--- src/sysclk_pkg.sv ---
// Purpose: shared constants and types for the system clock and mode controller
// Assumes: 16-bit address space, 8-bit control registers
// Notes:   warm-up counts are module parameters of the controller
`default_nettype none

package sysclk_pkg;

   // ==========================================================
   // memory map
   localparam logic [15:0] ROM_FIRST = 16'hf800;
   localparam logic [15:0] ROM_LAST  = 16'hffff;
   localparam logic [15:0] RAM_FIRST = 16'h0040;
   localparam logic [15:0] RAM_LAST  = 16'h00bf;
   localparam logic [15:0] SFR_LAST  = 16'h003f;

   // ==========================================================
   // control register offsets
   localparam logic [15:0] TBC_ADDR = 16'h0036;
   localparam logic [15:0] SC1_ADDR = 16'h0038;
   localparam logic [15:0] SC2_ADDR = 16'h0039;

   // ==========================================================
   // field positions and reset values
   localparam int SC1_STOP_BIT  = 7;
   localparam int SC1_STOP_RELEASE_METHOD_BIT  = 6;
   localparam int SC1_OUTEN_BIT = 4;
   localparam int SC1_WUT_LSB   = 2;
   localparam int SC2_XEN_BIT   = 7;
   localparam int SC2_IDLE_BIT  = 4;
   localparam int SC2_HALT_BIT  = 2;
   localparam int TBC_EN_BIT    = 3;
   localparam int TBC_SEL_LSB   = 0;
   localparam logic [7:0] SC1_RST  = 8'h00;
   localparam logic [7:0] SC2_RST  = 8'h80;
   localparam logic [7:0] TBC_RST  = 8'h00;
   localparam logic [7:0] SC1_RMSK = 8'hfc;
   localparam logic [7:0] SC2_RMSK = 8'h94;
   localparam logic [7:0] TBC_RMSK = 8'h0f;

   // ==========================================================
   // timing generator
   localparam int PRESCALE_W = 2;
   localparam int DIVIDER_W  = 21;
   localparam int CHAIN_W    = PRESCALE_W + DIVIDER_W;
   localparam int CLK_PERIOD_NS = 10;
   localparam logic [3:0] MAX_MCYC = 4'ha;
   localparam logic [3:0] MIN_MCYC = 4'h1;
   localparam int unsigned TBT_TAP [0:7] = '{22, 20, 15, 13, 12, 11, 10, 9};

   typedef enum logic [1:0] {
      ST_ZERO,
      ST_ONE,
      ST_TWO,
      ST_THREE
   } mstate_e;

   typedef enum logic [2:0] {
      MODE_NORMAL,
      MODE_CPU_IDLE,
      MODE_FULL_IDLE,
      MODE_STOP,
      MODE_WARMUP
   } op_mode_e;

   typedef struct packed {
      logic cpu_run;
      logic wdt_run;
      logic periph_run;
      logic tbt_run;
      logic osc_on;
      logic port_hold;
   } gate_s;

endpackage

`default_nettype wire

--- src/system_clock_mode_controller.sv ---
// Purpose: clock gating, timing chain, machine cycles and standby modes
// Assumes: clk is the high-frequency clock; cpu strobes are on clk
// Notes:   clk keeps running in stop; osc_on tells the pad to halt
`default_nettype none

// Summary of operation
// RULE_01 - program memory decoded at f800 to ffff
// RULE_02 - data ram decoded at 0040 to 00bf
// RULE_03 - all regions inside one 64k space
// RULE_04 - software should clear ram after power-up
// RULE_05 - 2-stage prescaler plus 21-stage divider chain
// RULE_06 - chain cleared on reset, stop entry, release
// RULE_07 - machine cycle is four one-clock states
// RULE_08 - instructions take one to ten cycles
// RULE_09 - main clock equals fc, cycle four periods
// RULE_10 - reset enters normal run mode
// RULE_11 - idle bit halts cpu and watchdog only
// RULE_12 - any interrupt request ends cpu idle
// RULE_13 - idle exit: service irq or continue
// RULE_14 - halt bit stops all but time base
// RULE_15 - time base falling edge ends full idle
// RULE_16 - full idle ignores time base enable
// RULE_17 - service needs master, individual, timer enables
// RULE_18 - enabled timer sets latch after full idle
// RULE_19 - stop turns oscillator off, holds state
// RULE_20 - stop pin releases, level or edge
// RULE_21 - warm-up then continue after stop instruction
// RULE_22 - external clock drives input pin only
// RULE_23 - release method zero edge, one level
// RULE_24 - warm-up select picks one of four counts
// RULE_25 - idle bit self-clears on idle release
// RULE_26 - software never sets idle and halt together
// RULE_27 - warm-up counted on cleared divider chain
module system_clock_mode_controller
   import sysclk_pkg::*;
#(
   parameter int unsigned WARMUP_CYC_00 = 3 * 65536,
   parameter int unsigned WARMUP_CYC_01 = 65536,
   parameter int unsigned WARMUP_CYC_10 = 3 * 16384,
   parameter int unsigned WARMUP_CYC_11 = 16384
) (
   input  wire logic        clk,
   input  wire logic        reset_n,
   input  wire logic [15:0] reg_addr,
   input  wire logic [7:0]  reg_wdata,
   input  wire logic        reg_wr,
   input  wire logic        reg_rd,
   output var  logic [7:0]  reg_rdata_q,
   input  wire logic [15:0] cpu_addr,
   output var  logic        rom_sel_q,
   output var  logic        ram_sel_q,
   output var  logic        sfr_sel_q,
   input  wire logic        instr_start,
   input  wire logic [3:0]  instr_cycles,
   output var  mstate_e     mstate_q,
   output var  logic        mcycle_end_q,
   output var  logic        instr_done_q,
   input  wire logic        irq_req,
   input  wire logic        interrupt_master_enable,
   input  wire logic        time_base_irq_enable,
   input  wire logic        stop_release_pin,
   output var  op_mode_e    mode_q,
   output var  gate_s       gate_q,
   output var  logic        irq_accept_q,
   output var  logic        resume_next_q,
   output var  logic        time_base_irq_latch_q,
   output var  logic        time_base_irq_service_q,
   output var  logic        time_base_clk_q
);

   // ==========================================================
   // control registers
   logic [7:0] system_control_one_q;
   logic [7:0] system_control_one_d;
   logic [7:0] system_control_two_q;
   logic [7:0] system_control_two_d;
   logic [7:0] time_base_control_q;
   logic [7:0] time_base_control_d;

   wire wr_sc1 = reg_wr && (reg_addr == SC1_ADDR);
   wire wr_sc2 = reg_wr && (reg_addr == SC2_ADDR);
   wire wr_tbc = reg_wr && (reg_addr == TBC_ADDR);

   wire       stop_release_method = system_control_one_q[SC1_STOP_RELEASE_METHOD_BIT];
   wire [1:0] warmup_select = system_control_one_q[SC1_WUT_LSB +: 2];
   wire       time_base_enable_bit = time_base_control_q[TBC_EN_BIT];
   wire [2:0] time_base_clock_select = time_base_control_q[TBC_SEL_LSB +: 3];

   // ==========================================================
   // register read, data valid only in the cycle after the strobe
   logic [7:0] rd_mux;
   assign rd_mux = (reg_addr == SC1_ADDR) ? (system_control_one_q & SC1_RMSK) :
                   (reg_addr == SC2_ADDR) ? (system_control_two_q & SC2_RMSK) :
                   (reg_addr == TBC_ADDR) ? (time_base_control_q & TBC_RMSK) :
                   8'h00;

   // ==========================================================
   // memory map decode
   logic rom_hit;
   logic ram_hit;
   logic sfr_hit;
   assign rom_hit = (cpu_addr >= ROM_FIRST);                             // [RULE_01] [RULE_03]
   assign ram_hit = (cpu_addr >= RAM_FIRST) && (cpu_addr <= RAM_LAST);   // [RULE_02] [RULE_03]
   assign sfr_hit = (cpu_addr <= SFR_LAST);                              // [RULE_03]

   // ==========================================================
   // stop pin synchroniser and release detect
   logic pin_s1_q;
   logic pin_s2_q;
   logic pin_s3_q;
   logic pin_rise;
   logic release_hit;
   assign pin_rise = pin_s2_q && !pin_s3_q;
   assign release_hit = stop_release_method ? pin_s2_q : pin_rise;       // [RULE_20] [RULE_23]

   // ==========================================================
   // prescaler and divider chain
   logic [CHAIN_W-1:0] chain_q;
   logic [CHAIN_W-1:0] chain_d;
   logic               chain_clr;
   logic               tap_now;
   logic               tap_q;
   logic               tap_fall;
   logic [CHAIN_W-1:0] warm_last;
   logic               warm_done;

   // ==========================================================
   // mode control
   op_mode_e mode_d;
   logic     enter_stop;
   logic     enter_cpu_idle;
   logic     enter_full_idle;
   logic     leave_cpu_idle;
   logic     leave_full_idle;
   logic     leave_stop;
   logic     entered_tbt_en_q;

   assign enter_stop = (mode_q == MODE_NORMAL) && wr_sc1 && reg_wdata[SC1_STOP_BIT];
   // idle wins if software breaks the one-bit-at-a-time convention
   assign enter_cpu_idle = (mode_q == MODE_NORMAL) && !enter_stop && wr_sc2 &&
                           reg_wdata[SC2_IDLE_BIT];                         // [RULE_11] [RULE_26]
   assign enter_full_idle = (mode_q == MODE_NORMAL) && !enter_stop && wr_sc2 &&
                            !reg_wdata[SC2_IDLE_BIT] &&
                            reg_wdata[SC2_HALT_BIT];                        // [RULE_14] [RULE_16]
   assign leave_cpu_idle = (mode_q == MODE_CPU_IDLE) && irq_req;           // [RULE_12]
   assign leave_full_idle = (mode_q == MODE_FULL_IDLE) && tap_fall;        // [RULE_15] [RULE_16]
   assign leave_stop = (mode_q == MODE_STOP) && release_hit;               // [RULE_20]

   always_comb begin
      mode_d = mode_q;
      unique case (mode_q)
         MODE_NORMAL: begin
            if (enter_stop) begin
               mode_d = MODE_STOP;                                         // [RULE_19]
            end else if (enter_cpu_idle) begin
               mode_d = MODE_CPU_IDLE;
            end else if (enter_full_idle) begin
               mode_d = MODE_FULL_IDLE;
            end
         end
         MODE_CPU_IDLE: begin
            if (leave_cpu_idle) begin
               mode_d = MODE_NORMAL;
            end
         end
         MODE_FULL_IDLE: begin
            if (leave_full_idle) begin
               mode_d = MODE_NORMAL;
            end
         end
         MODE_STOP: begin
            if (leave_stop) begin
               mode_d = MODE_WARMUP;
            end
         end
         MODE_WARMUP: begin
            if (warm_done) begin
               mode_d = MODE_NORMAL;                                       // [RULE_21]
            end
         end
         default: mode_d = MODE_NORMAL;
      endcase
   end

   // chain counts fc from reset; frozen while the oscillator is off
   assign chain_clr = enter_stop || leave_stop;                            // [RULE_06]
   assign chain_d = chain_clr ? '0 :
                    (mode_q == MODE_STOP) ? chain_q :
                    chain_q + {{(CHAIN_W-1){1'b0}}, 1'b1};                  // [RULE_05] [RULE_19]
   assign tap_now = chain_q[TBT_TAP[time_base_clock_select]];
   assign tap_fall = tap_q && !tap_now;

   // warm-up runs on the freshly cleared chain
   always_comb begin
      unique case (warmup_select)
         2'b00:   warm_last = CHAIN_W'(WARMUP_CYC_00 - 1);                 // [RULE_24]
         2'b01:   warm_last = CHAIN_W'(WARMUP_CYC_01 - 1);
         2'b10:   warm_last = CHAIN_W'(WARMUP_CYC_10 - 1);
         2'b11:   warm_last = CHAIN_W'(WARMUP_CYC_11 - 1);
      endcase
   end
   assign warm_done = (mode_q == MODE_WARMUP) && (chain_q == warm_last);   // [RULE_27]

   // ==========================================================
   // register next values; hardware clears only in states where
   // the cpu is halted, so no software write can collide
   always_comb begin
      system_control_one_d = system_control_one_q;
      system_control_two_d = system_control_two_q;
      time_base_control_d  = time_base_control_q;
      if (wr_sc1) begin
         system_control_one_d = reg_wdata;
      end
      if (wr_sc2) begin
         system_control_two_d = reg_wdata;
      end
      if (wr_tbc) begin
         time_base_control_d = reg_wdata;
      end
      if (warm_done) begin
         system_control_one_d[SC1_STOP_BIT] = 1'b0;
      end
      if (leave_cpu_idle) begin
         system_control_two_d[SC2_IDLE_BIT] = 1'b0;                        // [RULE_25]
      end
      if (leave_full_idle) begin
         system_control_two_d[SC2_HALT_BIT] = 1'b0;
      end
   end

   // ==========================================================
   // machine cycle sequencer
   logic       cpu_run;
   logic [3:0] cyc_left_q;
   logic [3:0] cyc_load;
   logic       last_state;
   assign cpu_run = (mode_q == MODE_NORMAL);
   assign last_state = cpu_run && (mstate_q == ST_THREE);
   assign cyc_load = (instr_cycles < MIN_MCYC) ? MIN_MCYC :
                     (instr_cycles > MAX_MCYC) ? MAX_MCYC : instr_cycles;  // [RULE_08]

   always_ff @(posedge clk or negedge reset_n) begin
      if (!reset_n) begin
         mstate_q     <= ST_ZERO;
         mcycle_end_q <= 1'b0;
         instr_done_q <= 1'b0;
         cyc_left_q   <= 4'h0;
      end else begin
         if (cpu_run) begin
            mstate_q <= mstate_e'(mstate_q + 2'h1);                        // [RULE_07] [RULE_09]
         end
         mcycle_end_q <= last_state;
         instr_done_q <= last_state && (cyc_left_q == 4'h1);
         if (cpu_run && instr_start && (mstate_q == ST_ZERO)) begin
            cyc_left_q <= cyc_load;                                        // [RULE_08]
         end else if (last_state && (cyc_left_q != 4'h0)) begin
            cyc_left_q <= cyc_left_q - 4'h1;
         end
      end
   end

   // ==========================================================
   // time base events
   logic tbt_tick;
   logic tbt_set;
   assign tbt_tick = tap_fall && time_base_enable_bit &&
                     ((mode_q == MODE_NORMAL) || (mode_q == MODE_CPU_IDLE));
   assign tbt_set = tbt_tick || (leave_full_idle && entered_tbt_en_q);    // [RULE_18]

   // ==========================================================
   // state registers
   always_ff @(posedge clk or negedge reset_n) begin
      if (!reset_n) begin
         system_control_one_q <= SC1_RST;
         system_control_two_q <= SC2_RST;
         time_base_control_q  <= TBC_RST;
         mode_q               <= MODE_NORMAL;                              // [RULE_10]
         chain_q              <= '0;                                       // [RULE_06]
         tap_q                <= 1'b0;
         entered_tbt_en_q     <= 1'b0;
         pin_s1_q             <= 1'b0;
         pin_s2_q             <= 1'b0;
         pin_s3_q             <= 1'b0;
      end else begin
         system_control_one_q <= system_control_one_d;
         system_control_two_q <= system_control_two_d;
         time_base_control_q  <= time_base_control_d;
         mode_q               <= mode_d;
         chain_q              <= chain_d;
         tap_q                <= tap_now;
         pin_s1_q             <= stop_release_pin;
         pin_s2_q             <= pin_s1_q;
         pin_s3_q             <= pin_s2_q;
         if (enter_full_idle) begin
            entered_tbt_en_q <= time_base_enable_bit;
         end
      end
   end

   // ==========================================================
   // registered outputs
   always_ff @(posedge clk or negedge reset_n) begin
      if (!reset_n) begin
         reg_rdata_q             <= 8'h00;
         rom_sel_q               <= 1'b0;
         ram_sel_q               <= 1'b0;
         sfr_sel_q               <= 1'b0;
         gate_q                  <= '0;
         irq_accept_q            <= 1'b0;
         resume_next_q           <= 1'b0;
         time_base_irq_latch_q   <= 1'b0;
         time_base_irq_service_q <= 1'b0;
         time_base_clk_q         <= 1'b0;
      end else begin
         reg_rdata_q <= reg_rd ? rd_mux : 8'h00;
         rom_sel_q   <= rom_hit;
         ram_sel_q   <= ram_hit;
         sfr_sel_q   <= sfr_hit;
         gate_q.cpu_run    <= (mode_d == MODE_NORMAL);                     // [RULE_11]
         gate_q.wdt_run    <= (mode_d == MODE_NORMAL);
         gate_q.periph_run <= (mode_d == MODE_NORMAL) ||
                              (mode_d == MODE_CPU_IDLE);                   // [RULE_14]
         gate_q.tbt_run    <= (mode_d != MODE_STOP) && (mode_d != MODE_WARMUP);
         gate_q.osc_on     <= (mode_d != MODE_STOP);                       // [RULE_19]
         gate_q.port_hold  <= system_control_one_q[SC1_OUTEN_BIT];
         irq_accept_q  <= leave_cpu_idle && interrupt_master_enable;       // [RULE_13]
         resume_next_q <= (leave_cpu_idle && !interrupt_master_enable) ||
                          warm_done;                                       // [RULE_13] [RULE_21]
         time_base_irq_latch_q   <= tbt_set;
         time_base_irq_service_q <= tbt_set && interrupt_master_enable &&
                                    time_base_irq_enable &&
                                    time_base_enable_bit;                  // [RULE_17]
         time_base_clk_q <= tap_now;
      end
   end

endmodule

`default_nettype wire

--- config.mk ---
export PLATFORM = sky130hd
export DESIGN_NAME = system_clock_mode_controller
export DESIGN_NICKNAME = d
export VERILOG_FILES = /design/src/sysclk_pkg.sv /design/src/system_clock_mode_controller.sv
export SDC_FILE = /design/constraint.sdc
export NUM_CORES = 1
export LEC_CHECK = 0
export ABC_AREA = 1
export BUFFER_PORTS_ARGS = -buffer_cell sky130_fd_sc_hd__buf_4
export CORE_ASPECT_RATIO = 1.2
export CORE_MARGIN = 2
export CORE_UTILIZATION = 54
export CTS_CLUSTER_SIZE = 28
export DETAILED_ROUTE_END_ITERATION = 8
export PLACE_DENSITY_LB_ADDON = 0.08
export REMOVE_ABC_BUFFERS = 1
export SYNTH_ARGS = -nofsm -noshare
export SYNTH_HDL_FRONTEND = slang
export SYNTH_SLANG_ARGS = --single-unit
export TNS_END_PERCENT = 5
--- constraint.sdc ---
create_clock -name clk -period 1.92 [get_ports clk]
set_clock_uncertainty 0.1 [all_clocks]
set_input_delay 0.288 -clock clk [delete_from_list [all_inputs] [get_ports clk]]
set_output_delay 0.288 -clock clk [all_outputs]
set_load 0.005 [all_outputs]
==> results by group <==
Clock network
  • Worst skew pair latency: 0.35 ns
  • Clock Tree Buf Depth: 2
  • Clk pin slew, worst setup/hold paths: 0.08 ns
  • CTS sink cnt: 72
  • CTS Buf Count: 9
  • Clock root buffer: clkbuf_8
  • H-tree depth: 3
  • CTS tree: built

STA
  • Final worst slack: 0.142 ns
  • Fin crit period: about 1.8 ns
  • Setup TNS: 0 ns
  • F_max: between 500 and 600 MHz
  • Setup Viol. Count Final: 0
  • Slew Viols, Final: 0
  • Final Hold Fails: 0
  • Slew HR: 73.0%
  • RSZ-0062 raised after global routing: no
  • Worst Max-Slew Pin Slew: 0.401 ns
  • Final period utilization: between 90% and 100%
  • Worst hold slack: 0.0113 ns

Floorplanning
  • Initial core utilization: 56.3%
  • Die Wd: 79.3 µm
  • Core Region: 6530 µm²
  • Core Rows: 32
  • Die area: 7490 µm²
  • Die Span Y: 94.4 µm
  • IO Pins: 82

Global routing
  • Largest net degree at the start of global routing: 33
  • Number of global-route vias before repair: 3,198
  • GRT Util Overall: roughly a quarter
  • Grt ovf: 0
  • First-pass GRT wire length: 13,900 µm
  • Initial antenna violation count: 0

Yosys
  • Seq cells post-synth: 72
  • Top cells by area, synth: dfrtp_1 48%, nand2_1 9.2%, inv_1 7.0%, nand3_1 6.5%, nor2_1 6.3%
  • Post-Synthesis Cells: 463
  • Yosys top cell area share: 48.3%
  • Sequential share of the synthesized area: roughly half
  • Number of synthesized flops with an enable pin: 0
  • Yosys Warn Count: 0
  • Async SR Flop Fraction: 100%
  • Synth unique cells: 34
  • Syn Area/Cell: 7.94 µm²
  • Area leader, netlist: dfrtp_1
  • Synth Cell Area: roughly 3700 µm²
  • Most used DFF post-synth: dfrtp_1

Outcome
  • Status: finished, final reports clean

Route
  • Pre-Repair DR Iteration Count: 5
  • Via count: approximately 3,400
  • DRC violations left: 0
  • Routed len/inst: 12.6 µm
  • Final ANT Viol Nets: 0
  • Drt via density: 5.17
  • Total wire length: between 8000 and 9000 µm
  • Iter 0 DRT Violations: 301

Power
  • Net Sw Frac: 29.9%
  • Power Density: 806 nW/µm²
  • Clk pwr share: 31.6%
  • Internal power consumption: 2.64 mW
  • Leakage power: 2.36 nW
  • Reg power frac: 48.4%
  • Tot Pwr: 3.76 mW
  • NetSw: 1.12 mW
  • Gate power share: 20.0%
  • Peak supply drop: 0.675 mV

Final layout
  • Final Cell Area: 4670 µm²
  • Utilization after layout: between 70% and 80%
  • ANT cells: 0
  • Reg area: 1800 µm²
  • Nets: ~600
  • Number of fill cells in the layout: 491
  • Finished Layout Cells: 649
  • Proportion of layout cells with a drive suffix above 1: 22.5%
  • Multi-input logic area: 1620 µm²
  • Area Growth Syn to Fin: 26.9%

Setup path
  • FF-to-FF Start: time_base_control_q[1]
  • WP data arrival: 1.90 ns
  • Max Fanout on Critical Path: 5
  • Critical path type: reg -> reg
  • Worst Setup SP: time_base_control_q[1]
  • CP Capture Type: flop
  • Worst setup SP type: flop
  • Worst R2R Setup Slack: 0.14 ns
  • CP required: 2.05 ns
  • CP Capture Point: gate_q[3]
  • RR Endpoint: gate_q[3]
  • Worst r2r path cells: 13

Placement
  • Placed Cells: 630
  • Post-placement cell area: approximately 4400 µm²
  • Placed wire-length estimate: roughly 6400 µm
  • GP Congestion: just over 0.9
  • Pre-CTS WS: 0.0456 ns
  • Port Buffer Count: 75

Min path
  • HP Class: in -> reg

Job
  • Number of max-cap violations: 0
power by group through the flow:
stage	sequential, mW	clock (mW)	combinational (mW)
2_1_floorplan	1.82	0	0.474
3_3_place_gp	1.84	0	0.729
3_5_place_dp	1.84	0	0.758
4_1_cts	1.82	1.20	0.761
5_1_grt	1.84	1.27	0.875
6_report	1.82	1.19	0.754
registers in the layout, summed over array words and instances (netlist names), 2 cells and up:
register              cells
chain_q                  23
mstate_q                  2
reg_rdata_q               8
cyc_left_q                4
system_control_two_q      3
mode_q                    3
gate_q                    5
time_base_control_q       4
system_control_one_q      6
synth_stat cells (2+ instances only):
cell type and instances:
inv_1 69, nor4_1 5, nand3_1 48, ha_1 6, a211oi_1 4, xnor2_1 2
nor2_2 3, nor3_1 17, nand2_1 90, a21oi_1 19, o21ai_0 24, nand4_1 7
nor2_4 2, buf_4 2, nor2_1 62, dfrtp_1 71, nand2_2 5, nand3b_1 2
inv_2 3, xor2_1 8
cell usage in the layout (no fill, tap or decap), types with 3 or more instances in the layout:
master / count
buf_4: 85
dfrtp_1: 71
nor4_1: 5
inv_1: 67
nand4_1: 7
clkinvlp_4: 3
ha_1: 6
nor2_4: 3
nand2_1: 88
xor2_1: 8
o21ai_0: 24
nand3_1: 46
a211oi_1: 4
clkbuf_8: 9
nor2_1: 62
nand2_2: 7
nor3_1: 17
inv_2: 5
a21oi_1: 18
kinds of logic (layout without fill, tap and decap cells):
logic type / count (synthesis) / in the layout / synth area share (%)
multiplexers: 1 / 1 / 0.272
flip-flops: 72 / 72 / 49.0
AND/OR/NAND/NOR: 246 / 246 / 30.5
adder cells (fa/ha/maj): 6 / 6 / 2.04
XOR/XNOR: 10 / 10 / 2.38
buffers and inverters: 75 / 176 / 7.93
AO/OA/AOI/OAI: 53 / 53 / 7.86
worst min-delay path by stage:
stage / cells past startpoint / slack, ns / start / to
floorplan: 0 / -0.11 / reset_n / chain_q[0]
global placement: 1 / 0.15 / reset_n / system_control_two_q[4]
detailed placement: 1 / 0.16 / reset_n / time_base_irq_latch_q
CTS: 2 / 0.001 / cpu_addr[6] / sfr_sel_q
global route: 2 / 0.01 / cpu_addr[6] / sfr_sel_q
finish: 2 / 0.01 / cpu_addr[6] / sfr_sel_q
area by class of cell:
| cell class | count | share of cell area, % |
|---|---|---|
| flip-flops and latches | 72 | 38.6 |
| clock inverters | 6 | 1.50 |
| inverters | 73 | 5.93 |
| clock buffers | 10 | 2.74 |
| repair buffers | 87 | 14.1 |
| multi-input cells | 316 | 34.8 |
| well taps | 85 | 2.28 |
repair_timing:
item | CTS | global route
hold endpoints to repair | 29 | 0
hold buffers | 2 | 0
gates resized for setup | 0 | 11
endpoints found under the setup margin | 0 | 10
setup buffers | 0 | 1
worst max-delay path, cell delays in order (launching register included):
cell and delay, ns:
dfrtp_1 0.39, inv_2 0.07, ha_1 0.29, nand2_2 0.07
o21ai_4 0.09, inv_2 0.06, nand3_1 0.08, nand2_1 0.06
nand2_2 0.07, nand3_4 0.10, nand2_1 0.07, nand2_1 0.07
nand2_1 0.10, nor2_1 0.04
routing by layer:
metal | track usage (%) | up-vias | part of all wire, %
met5 | 0 | - | 0
met4 | 8.19 | 0 | 1.9
met3 | 4.49 | 15 | 6.4
met2 | 41.0 | 115 | 48
met1 | 30.5 | 1534 | 43
li1 | - | 1689 | -
No activity file was read; power rests on OpenSTA's default activity.
